[src/ssm_pkg.sv]
/*
 * Constants, types and register map shared by the safety stop monitor.
 * Assumes a single 250 MHz system clock and an APB register bus.
 */
package ssm_pkg;

    // ==========================================================
    // Timing
    // ==========================================================
    localparam int CLK_MHZ = 250;
    localparam int FILTER_US = 2000;
    localparam int FILTER_CYCLES = FILTER_US * CLK_MHZ;
    localparam int CNT_W = 20;

    // ==========================================================
    // Register map (byte addresses)
    // ==========================================================
    localparam logic [11:0] ADDR_CTRL = 12'h000;
    localparam logic [11:0] ADDR_SEL0 = 12'h004;
    localparam logic [11:0] ADDR_SEL1 = 12'h008;
    localparam logic [11:0] ADDR_SEL2 = 12'h00c;
    localparam logic [11:0] ADDR_STATUS = 12'h010;

    // CTRL fields
    localparam int CTRL_FAULT_BIT = 0;
    localparam int CTRL_CLEAR_BIT = 1;

    // ==========================================================
    // Terminal selection codes, 9 bits to hold 181
    // ==========================================================
    localparam int SEL_W = 9;
    localparam logic [8:0] SEL_RUNNING = 9'h000;
    localparam logic [8:0] SEL_FREQ_DET = 9'h001;
    localparam logic [8:0] SEL_SAFE_POS = 9'h050;
    localparam logic [8:0] SEL_SAFE_NEG = 9'h0b4;
    localparam logic [8:0] SEL_HEALTH_POS = 9'h051;
    localparam logic [8:0] SEL_HEALTH_NEG = 9'h0b5;
    localparam logic [8:0] SEL0_RESET = SEL_RUNNING;
    localparam logic [8:0] SEL1_RESET = SEL_FREQ_DET;
    localparam logic [8:0] SEL2_RESET = SEL_RUNNING;

    // ==========================================================
    // Fault display codes
    // ==========================================================
    typedef enum logic [2:0] {
        SSM_DISP_NONE,
        SSM_DISP_STOP_ACTIVE,
        SSM_DISP_SAFETY_FAULT,
        SSM_DISP_FAULT_6,
        SSM_DISP_FAULT_7,
        SSM_DISP_FAULT_CPU
    } ssm_disp_t;

endpackage : ssm_pkg

[src/ssm_filter.sv]
/*
 * One stop-channel input filter: three-flop synchroniser then a
 * stability counter. Assumes an asynchronous pin input.
 */
module ssm_filter #(
    parameter int CYCLES = ssm_pkg::FILTER_CYCLES
) (
    input wire logic clk_sys,
    input wire logic resetn,
    input wire logic pinIn,
    output logic level
);
    import ssm_pkg::*;

    logic sync1_q, sync2_q, sync3_q;
    logic [CNT_W-1:0] cnt_q;
    logic level_q;
    wire agree = (sync2_q == sync3_q);
    wire differ = agree && (sync3_q != level_q);
    wire expired = (cnt_q == CNT_W'(CYCLES - 1));

    // ==========================================================
    // Synchroniser, open (low) at reset so drive starts off
    // ==========================================================
    always_ff @(posedge clk_sys or negedge resetn) begin
        if (!resetn) begin
            sync1_q <= 1'b0;
            sync2_q <= 1'b0;
            sync3_q <= 1'b0;
        end else begin
            sync1_q <= pinIn;
            sync2_q <= sync1_q;
            sync3_q <= sync2_q;
        end
    end

    // ==========================================================
    // Level accepted only after it stands the full window
    // ==========================================================
    always_ff @(posedge clk_sys or negedge resetn) begin
        if (!resetn) begin
            cnt_q <= '0;
            level_q <= 1'b0;
        end else if (!differ) begin
            cnt_q <= '0;
        end else if (expired) begin
            cnt_q <= '0;
            level_q <= sync3_q;
        end else begin
            cnt_q <= cnt_q + 1'b1;
        end
    end

    assign level = level_q;

    filter_hold_a: assert property (@(posedge clk_sys) disable iff (!resetn)
        $changed(level_q) |-> $past(differ) && $past(expired))
        else $error("filtered level changed early");

endmodule : ssm_filter

[src/ssm_out_mux.sv]
/*
 * One output-terminal selector: maps a selection code onto safe-state,
 * health or a default signal, in either polarity.
 */
module ssm_out_mux (
    input wire logic [ssm_pkg::SEL_W-1:0] sel,
    input wire logic safeState,
    input wire logic health,
    input wire logic running,
    input wire logic freqDetect,
    output logic termOn
);
    import ssm_pkg::*;

    always_comb begin
        unique case (sel)
            SEL_SAFE_POS: termOn = safeState;
            SEL_SAFE_NEG: termOn = !safeState;
            SEL_HEALTH_POS: termOn = health;
            SEL_HEALTH_NEG: termOn = !health;
            SEL_FREQ_DET: termOn = freqDetect;
            default: termOn = running;
        endcase
    end

endmodule : ssm_out_mux

[src/ssm_monitor.sv]
/*
 * Dual-channel safety stop monitor with APB registers and three
 * open-collector output terminals.
 * Assumes stop channels arrive asynchronously from a relay module,
 * powerGood from a supervisor, and APB on clk_sys.
 */
// Design decisions made here: the register offsets and register access over APB.
// How it works
// Channel levels must hold 2ms; shorter pulses are ignored.
// Open channel means safety stop request, drive shut off.
// Drive enabled only with both shorted and no failure.
// Safe-state on when both open and circuit healthy.
// Health on whenever no internal failure exists.
// Failure or channel mismatch shuts drive, clears both, shows fault code.
// Stop-active indication shown when both open and healthy.
// Code 80/180 routes safe-state to a terminal, second defaults frequency.
// Code 81/181 routes health to a terminal, first defaults running.
// Health on first terminal turns it off at a fault.
// Outputs are open-collector transistors, conducting when on.
// Without valid power, drive off and both status outputs off.
module ssm_monitor #(
    parameter int FILTER = ssm_pkg::FILTER_CYCLES
) (
    input wire logic clk_sys,
    input wire logic resetn,
    input wire logic stopChannelOne,
    input wire logic stopChannelTwo,
    input wire logic powerGood,
    input wire logic internalFault,
    input wire logic motorRunning,
    input wire logic freqDetect,
    input wire logic [11:0] paddr,
    input wire logic psel,
    input wire logic penable,
    input wire logic pwrite,
    input wire logic [31:0] pwdata,
    input wire logic [3:0] pstrb,
    output logic [31:0] prdata,
    output logic pready,
    output logic pslverr,
    output logic driveEnable,
    output logic safeState,
    output logic safetyHealthFlag,
    output logic [2:0] terminalOn,
    output ssm_pkg::ssm_disp_t display
);
    import ssm_pkg::*;

    // ==========================================================
    // Input filtering
    // ==========================================================
    logic chOne, chTwo;
    logic [1:0] chLevel;
    logic pg1_q, pg2_q, pg3_q, pgood_q;
    wire [1:0] chPin = {stopChannelTwo, stopChannelOne};

    // Both channels filtered alike, so neither wins a race at a change
    for (genvar c = 0; c < 2; c++) begin : g_filt
        ssm_filter #(.CYCLES(FILTER)) u_filt (
            .clk_sys(clk_sys),
            .resetn(resetn),
            .pinIn(chPin[c]),
            .level(chLevel[c])
        );
    end
    assign chOne = chLevel[0];
    assign chTwo = chLevel[1];

    // Power good also passes three flops
    always_ff @(posedge clk_sys or negedge resetn) begin
        if (!resetn) begin
            pg1_q <= 1'b0;
            pg2_q <= 1'b0;
            pg3_q <= 1'b0;
            pgood_q <= 1'b0;
        end else begin
            pg1_q <= powerGood;
            pg2_q <= pg1_q;
            pg3_q <= pg2_q;
            if (pg2_q == pg3_q) begin
                pgood_q <= pg3_q;
            end
        end
    end

    // ==========================================================
    // Registers
    // ==========================================================
    logic [SEL_W-1:0] sel_q [3];
    logic swFault_q;
    logic latchedFault_q;
    logic if1_q, if2_q, if3_q, ifault_q;

    always_ff @(posedge clk_sys or negedge resetn) begin
        if (!resetn) begin
            if1_q <= 1'b0;
            if2_q <= 1'b0;
            if3_q <= 1'b0;
            ifault_q <= 1'b0;
        end else begin
            if1_q <= internalFault;
            if2_q <= if1_q;
            if3_q <= if2_q;
            if (if2_q == if3_q) begin
                ifault_q <= if3_q;
            end
        end
    end

    wire access = psel && penable;
    // Writes land only on the completing edge, as the master sees pready
    wire wrEn = access && pwrite && pready;
    wire hitCtrl = (paddr == ADDR_CTRL);
    wire hitStat = (paddr == ADDR_STATUS);
    // Wraps to 3 when paddr[3:2] is 0, as at CTRL and STATUS; used only under hitSel
    wire [1:0] selIdx = paddr[3:2] - 2'd1;
    wire hitSel = (paddr == ADDR_SEL0) || (paddr == ADDR_SEL1) || (paddr == ADDR_SEL2);
    wire mapped = hitCtrl || hitStat || hitSel;
    wire clearReq = wrEn && hitCtrl && pstrb[0] && pwdata[CTRL_CLEAR_BIT];

    // Mismatch counts as a failure and latches until cleared
    wire mismatch = chOne ^ chTwo;
    wire faultNow = ifault_q || swFault_q || mismatch;

    always_ff @(posedge clk_sys or negedge resetn) begin
        if (!resetn) begin
            sel_q[0] <= SEL0_RESET;
            sel_q[1] <= SEL1_RESET;
            sel_q[2] <= SEL2_RESET;
            swFault_q <= 1'b0;
        end else if (wrEn && pstrb[0]) begin
            if (hitSel) begin
                sel_q[selIdx] <= {pstrb[1] ? pwdata[8] : sel_q[selIdx][8], pwdata[7:0]};
            end
            if (hitCtrl) begin
                swFault_q <= pwdata[CTRL_FAULT_BIT];
            end
        end
    end

    // Set wins over clear
    always_ff @(posedge clk_sys or negedge resetn) begin
        if (!resetn) begin
            latchedFault_q <= 1'b0;
        end else if (faultNow) begin
            latchedFault_q <= 1'b1;
        end else if (clearReq) begin
            latchedFault_q <= 1'b0;
        end
    end

    // ==========================================================
    // Decision logic
    // ==========================================================
    wire failure = faultNow || latchedFault_q;
    wire bothShort = chOne && chTwo;
    wire bothOpen = !chOne && !chTwo;
    // Open channel never enables, so an open line is a stop request
    wire enNext = pgood_q && bothShort && !failure; // see R2 // see R3 //
    wire safeNext = pgood_q && bothOpen && !failure; // see R4 // see R6 //
    wire healthNext = pgood_q && !failure; // see R5 // see R6 //
    ssm_disp_t dispNext;
    logic [2:0] termNext;

    always_comb begin
        if (!pgood_q) begin
            dispNext = SSM_DISP_NONE;
        end else if (ifault_q) begin
            dispNext = SSM_DISP_FAULT_CPU;
        end else if (swFault_q) begin
            dispNext = SSM_DISP_FAULT_6;
        end else if (mismatch) begin
            dispNext = SSM_DISP_FAULT_7;
        end else if (latchedFault_q) begin
            dispNext = SSM_DISP_SAFETY_FAULT;
        end else if (bothOpen) begin
            dispNext = SSM_DISP_STOP_ACTIVE;
        end else begin
            dispNext = SSM_DISP_NONE;
        end
    end

    genvar t;
    generate
        for (t = 0; t < 3; t++) begin : g_term
            logic raw;
            ssm_out_mux u_mux (
                .sel(sel_q[t]),
                .safeState(safeNext),
                .health(healthNext),
                .running(motorRunning),
                .freqDetect(freqDetect),
                .termOn(raw)
            );
            // Terminals float off without power, whatever the polarity
            assign termNext[t] = pgood_q && raw; // see R11 //
        end
    endgenerate

    // ==========================================================
    // Registered outputs
    // ==========================================================
    always_ff @(posedge clk_sys or negedge resetn) begin
        if (!resetn) begin
            driveEnable <= 1'b0;
            safeState <= 1'b0;
            safetyHealthFlag <= 1'b0;
            terminalOn <= '0;
            display <= SSM_DISP_NONE;
        end else begin
            driveEnable <= enNext;
            safeState <= safeNext;
            safetyHealthFlag <= healthNext;
            terminalOn <= termNext;
            display <= dispNext;
        end
    end

    // ==========================================================
    // APB answer: one wait state, unmapped answers pslverr
    // ==========================================================
    logic [31:0] rdNext;
    always_comb begin
        rdNext = '0;
        if (hitCtrl) begin
            rdNext[CTRL_FAULT_BIT] = swFault_q;
        end else if (hitSel) begin
            rdNext[SEL_W-1:0] = sel_q[selIdx];
        end else if (hitStat) begin
            rdNext[6:0] = {ssm_disp_t'(display), latchedFault_q, chTwo, chOne, pgood_q};
        end
    end

    always_ff @(posedge clk_sys or negedge resetn) begin
        if (!resetn) begin
            pready <= 1'b0;
            pslverr <= 1'b0;
            prdata <= '0;
        end else begin
            pready <= access && !pready;
            pslverr <= access && !pready && !mapped;
            prdata <= (access && !pready && !pwrite) ? rdNext : '0;
        end
    end

    // ==========================================================
    // Checks
    // ==========================================================
    // Each check but stop_disp_a looks one edge after its cause, as every output is registered
    drive_both_short_a: assert property (@(posedge clk_sys) disable iff (!resetn)
        driveEnable |-> $past(chOne && chTwo && !failure && pgood_q))
        else $error("drive enabled without both channels shorted");
    drive_on_a: assert property (@(posedge clk_sys) disable iff (!resetn)
        (bothShort && !failure && pgood_q) |=> driveEnable)
        else $error("drive not enabled with both channels shorted");
    open_stops_a: assert property (@(posedge clk_sys) disable iff (!resetn)
        !chOne |=> !driveEnable)
        else $error("drive enabled with open channel");
    safe_state_a: assert property (@(posedge clk_sys) disable iff (!resetn)
        (bothOpen && !failure && pgood_q) |=> safeState)
        else $error("safe-state missing");
    health_flag_a: assert property (@(posedge clk_sys) disable iff (!resetn)
        safetyHealthFlag == $past(pgood_q && !failure))
        else $error("health flag wrong");
    mismatch_fault_a: assert property (@(posedge clk_sys) disable iff (!resetn)
        (mismatch && pgood_q) |=> !safeState && !safetyHealthFlag && !driveEnable
            && display inside {SSM_DISP_FAULT_7, SSM_DISP_FAULT_CPU, SSM_DISP_FAULT_6})
        else $error("mismatch not handled as fault");
    fault_code_a: assert property (@(posedge clk_sys) disable iff (!resetn)
        (ifault_q && pgood_q) |=> display == SSM_DISP_FAULT_CPU && !driveEnable)
        else $error("internal failure code missing");
    stop_disp_a: assert property (@(posedge clk_sys) disable iff (!resetn)
        safeState |-> display == SSM_DISP_STOP_ACTIVE)
        else $error("stop indication missing");
    stop_show_a: assert property (@(posedge clk_sys) disable iff (!resetn)
        (bothOpen && !failure && pgood_q) |=> display == SSM_DISP_STOP_ACTIVE)
        else $error("stop indication not shown");
    sel_route_a: assert property (@(posedge clk_sys) disable iff (!resetn)
        (sel_q[2] == SEL_SAFE_NEG && pgood_q) |=> terminalOn[2] == !safeState)
        else $error("negative safe-state routing wrong");
    safe_route_a: assert property (@(posedge clk_sys) disable iff (!resetn)
        (sel_q[1] == SEL_SAFE_POS && pgood_q) |=> terminalOn[1] == safeState)
        else $error("positive safe-state routing wrong");
    health_route_a: assert property (@(posedge clk_sys) disable iff (!resetn)
        (sel_q[0] == SEL_HEALTH_POS && pgood_q) |=> terminalOn[0] == safetyHealthFlag)
        else $error("positive health routing wrong");
    health_term_a: assert property (@(posedge clk_sys) disable iff (!resetn)
        (sel_q[0] == SEL_HEALTH_POS && failure) |=> !terminalOn[0])
        else $error("first terminal on during fault");
    no_power_a: assert property (@(posedge clk_sys) disable iff (!resetn)
        !pgood_q |=> !driveEnable && !safeState && !safetyHealthFlag && terminalOn == 3'b000)
        else $error("outputs on without power");

    apb_answer_a: assert property (@(posedge clk_sys) disable iff (!resetn)
        (psel && penable && !pready) |=> pready)
        else $error("bus access not answered");

    drive_cov_c: cover property (@(posedge clk_sys) disable iff (!resetn) driveEnable);
    route_cov_c: cover property (@(posedge clk_sys) disable iff (!resetn)
        sel_q[2] == SEL_SAFE_NEG && terminalOn[2]);
    stop_cov_c: cover property (@(posedge clk_sys) disable iff (!resetn) safeState);
    mism_cov_c: cover property (@(posedge clk_sys) disable iff (!resetn) mismatch ##1 latchedFault_q);
    clr_cov_c: cover property (@(posedge clk_sys) disable iff (!resetn)
        latchedFault_q ##1 !latchedFault_q);

endmodule : ssm_monitor

[config.mk]
export PLATFORM = sky130hd
export DESIGN_NAME = ssm_monitor
export DESIGN_NICKNAME = d
export VERILOG_FILES = /design/src/ssm_pkg.sv /design/src/ssm_filter.sv /design/src/ssm_out_mux.sv /design/src/ssm_monitor.sv
export SDC_FILE = /design/constraint.sdc
export NUM_CORES = 1
export LEC_CHECK = 0
export BUFFER_PORTS_ARGS = -buffer_cell sky130_fd_sc_hd__buf_4
export CELL_PAD_IN_SITES_DETAIL_PLACEMENT = 0
export CELL_PAD_IN_SITES_GLOBAL_PLACEMENT = 1
export CORE_MARGIN = 2
export CORE_UTILIZATION = 33
export CTS_CLUSTER_DIAMETER = 80
export DETAILED_ROUTE_END_ITERATION = 10
export GPL_TIMING_DRIVEN = 0
export PLACE_DENSITY_LB_ADDON = 0.3
export SYNTH_ARGS = -nofsm -noshare
export SYNTH_HDL_FRONTEND = slang
export SYNTH_HIERARCHICAL = 1
export SYNTH_SLANG_ARGS = --single-unit
[constraint.sdc]
create_clock -name clk_sys -period 4.3 [get_ports clk_sys]
set_input_delay 0.645 -clock clk_sys [delete_from_list [all_inputs] [get_ports clk_sys]]
set_output_delay 0.645 -clock clk_sys [all_outputs]
set_load 0.05 [all_outputs]
==> metrics.txt <==
met2 GRT Util=23.8%; Reg2Reg Depth=8; DR vias=4026; ys flop type=dfrtp_1; I/O Pins=102; Final setup viols=0; nets=659; grt ovf=0; placement row count=47; maxcap violations=0; Leakage=2.88 nW; Port Buffer Count=53; mean area per synthesized cell=11.0 µm²; Inserted Diodes=0; status=finished, final reports clean; post-DP HPWL=9.01 mm; post-route setup slack=1.79 ns; Power Dens Cells=306 mW/mm²; number of synthesized flops with an enable pin=0; largest net degree at the start of global routing=106; post-CTS resize count=0; Hold Buf Count CTS=0; max incr delay on CP=0.46 ns; Max Clock Freq=399 MHz; critical path startpoint category=flip-flop; Cells after Synth=505; Max VDD drop=181 µV; Total Routing Usage GR=14.4%; synthesized area=0.00556 mm²; Hold Slack=0.149 ns; area share of the largest cell type after synthesis=46.8%; unrepaired setup endpoints after global routing=no; placed cells=800; worst rel slew slack=32.1%; number of cells in the finished layout apart from fillers=817; busiest metal layer after global routing=met2; Pre-antenna DRT Iters=4; clock skew=0.00788 ns; Detailed Route Iter0 Violations=206; class of the worst hold path=input port to async pin; Fin Setup TNS=0 ns; flops & latches, synth=105; post-route ant nets=0; met1 Use GR=18.7%; clock tree from TritonCTS=yes; crit path kind=flip-flop to flip-flop; utilization after layout=40.2%; Clock Latency Late Sink=0.36 ns; largest fanout on the critical path=7; die area=0.0179 mm²; Post-Route WL=12.4 mm; Synth area leader=dfrtp_1; Period minus WS final=2.51 ns; layout cell share with drive strength beyond 1=27.6%; Routed wire per std cell=15.1 µm; post-synthesis cell type count=62; Synth-to-Final Area Change=19.5%; ranking of synthesized cells by area=dfrtp_1 (47%), mux2_2 (6.5%), xnor2_1 (4.1%); Slew @ Worst Pin=1.01 ns; Final Hold Viols=0; Die Wd=134 µm; met3 Resource Use GR=2.44%; Clock Tree Buf Depth=2; # Post-CTS Setup Buffers=0; first-pass GRT wire length=20.3 mm; H-tree levels=3; fin crit share=58.3%; sequential area share after synthesis=47.3%; CP bufs+invs=1; synthesis warning total=6; Sink Count=105; Initial Util=33.6%; vias per inst=4.93; Worst Path Arrival=2.75 ns; DRC viols=0; Critical Path Stages=8; pre-CTS setup slack=1.42 ns; Core Area=0.0165 mm²; Final Max Slew Viols=0; slowest CP cell=dfrtp_1; Crit path required time=4.54 ns; Setup crit end kind=flip-flop; vias in the first global route=3933; Async S/R FF share, synth=100%; initial antenna violation count=0; routability congestion estimate=0.777; Die Ht=134 µm; CP Cell Sequence=inv_1 -> ha_1 -> nor4_1 -> and2_1 -> nand4b_1 -> a32oi_1 -> mux2_2 -> and2_1; Worst-path clk slew=0.08 ns; Crit path top cell by count=and2_1; root buffer cell=clkbuf_16; CTS buffer count=9; Crit path max-delay family=simple AND/OR/NAND/NOR gates
## stage by stage
stage,instance area (µm²),total power [mW]
after floorplan,5640,1.15
after global placement,6310,1.23
after detailed placement,6310,1.23
after CTS,6610,2.06
after global routing,6640,2.12
final,6640,2.03
## where the power goes
part,internal [mW],leakage [nW],switching [mW]
registers,1.00,1.42,0.0104
logic,0.0654,1.32,0.132
clock network,0.423,0.141,0.398
## metal layers
layer	share of wire (%)	up-vias
li1	-	1962
met1	45	1963
met2	49	87
met3	3.8	14
met4	1.8	0
met5	0	-
## cells in the mapped netlist (all sizes together) (7+ instances only)
| master | count |
|---|---|
| a21oi | 9 |
| a22oi | 7 |
| and2 | 9 |
| buf | 31 |
| dfrtp | 104 |
| ha | 8 |
| inv | 18 |
| mux2 | 32 |
| mux2i | 8 |
| nand2 | 16 |
| nand3 | 24 |
| nand4 | 22 |
| nor2 | 54 |
| nor3 | 22 |
| nor3b | 9 |
| nor4 | 16 |
| o21ai | 10 |
| xnor2 | 26 |
## cells in the final DEF (no fill, tap or decap), types with 6 or more instances in the layout
| master | instances |
|---|---|
| nor3b_1 | 9 |
| a22oi_1 | 7 |
| o2bb2ai_1 | 6 |
| nand4b_1 | 6 |
| clkbuf_16 | 9 |
| dfrtp_1 | 104 |
| inv_1 | 18 |
| conb_1 | 23 |
| xnor2_1 | 26 |
| mux2_2 | 32 |
| and2_1 | 9 |
| nand2_1 | 16 |
| nor2b_1 | 6 |
| nand4_1 | 18 |
| mux2i_1 | 8 |
| nor4_1 | 8 |
| buf_4 | 75 |
| nor3_1 | 21 |
| ha_1 | 8 |
| a21oi_1 | 9 |
| nand3_1 | 21 |
| nor2_1 | 52 |
## flip-flops by register name (all words and copies together), names as in the netlist, 2 cells and up
signal                 count
g_filt.u_filt/sync2_q      2
g_filt.u_filt/sync1_q      2
display                    3
g_filt.u_filt/level        2
sel_q                     27
g_filt.u_filt/sync3_q      2
prdata                     9
g_filt.u_filt/cnt_q       40
terminalOn                 3
## kinds of logic (layout without fill, tap and decap cells)
family	after synthesis	in the layout	share of synthesized area (%)
muxes	40	40	7.93
other	1	23	0.0675
DFF	105	105	47.3
AOI/OAI and AO/OA	59	59	8.53
xor gates and xnor gates	30	30	4.73
adders and majority gates	10	10	2.16
and+or+nand+nor	207	207	23.8
buffers and inverters	53	123	5.52
## final timing paths
check                                        from             to  slack (ns)
setup / recovery           g_filt[0].u_filt/level  terminalOn[2]        1.79
hold / removal                             resetn      sel_q[21]        0.15
setup reg to reg           g_filt[0].u_filt/level  terminalOn[2]        1.79
hold reg to reg                             if1_q          if2_q        0.35
max in group asynchronous                  resetn       sel_q[9]        3.46
min in group clk_sys                        if1_q          if2_q        0.35
## worst register-to-register path, cell delays in order, from the launching register on
cell and delay [ns]:
dfrtp_1 0.46, inv_1 0.07, ha_1 0.36, nor4_1 0.42, and2_1 0.36, nand4b_1 0.17
a32oi_1 0.11, mux2_2 0.27, and2_1 0.17
## area by class of cell
| cell class | instances | area, µm² |
|---|---|---|
| Fill cell | 1590 | 9880 |
| Clock inverter | 6 | 57.6 |
| Clock buffer | 10 | 239 |
| Inverter | 19 | 71.3 |
| Tap cell | 220 | 275 |
| Buffer | 34 | 235 |
| Multi-Input combinational cell | 369 | 2700 |
| Timing Repair Buffer | 54 | 429 |
| Sequential cell | 105 | 2630 |
(Power assumes the default switching activity.)
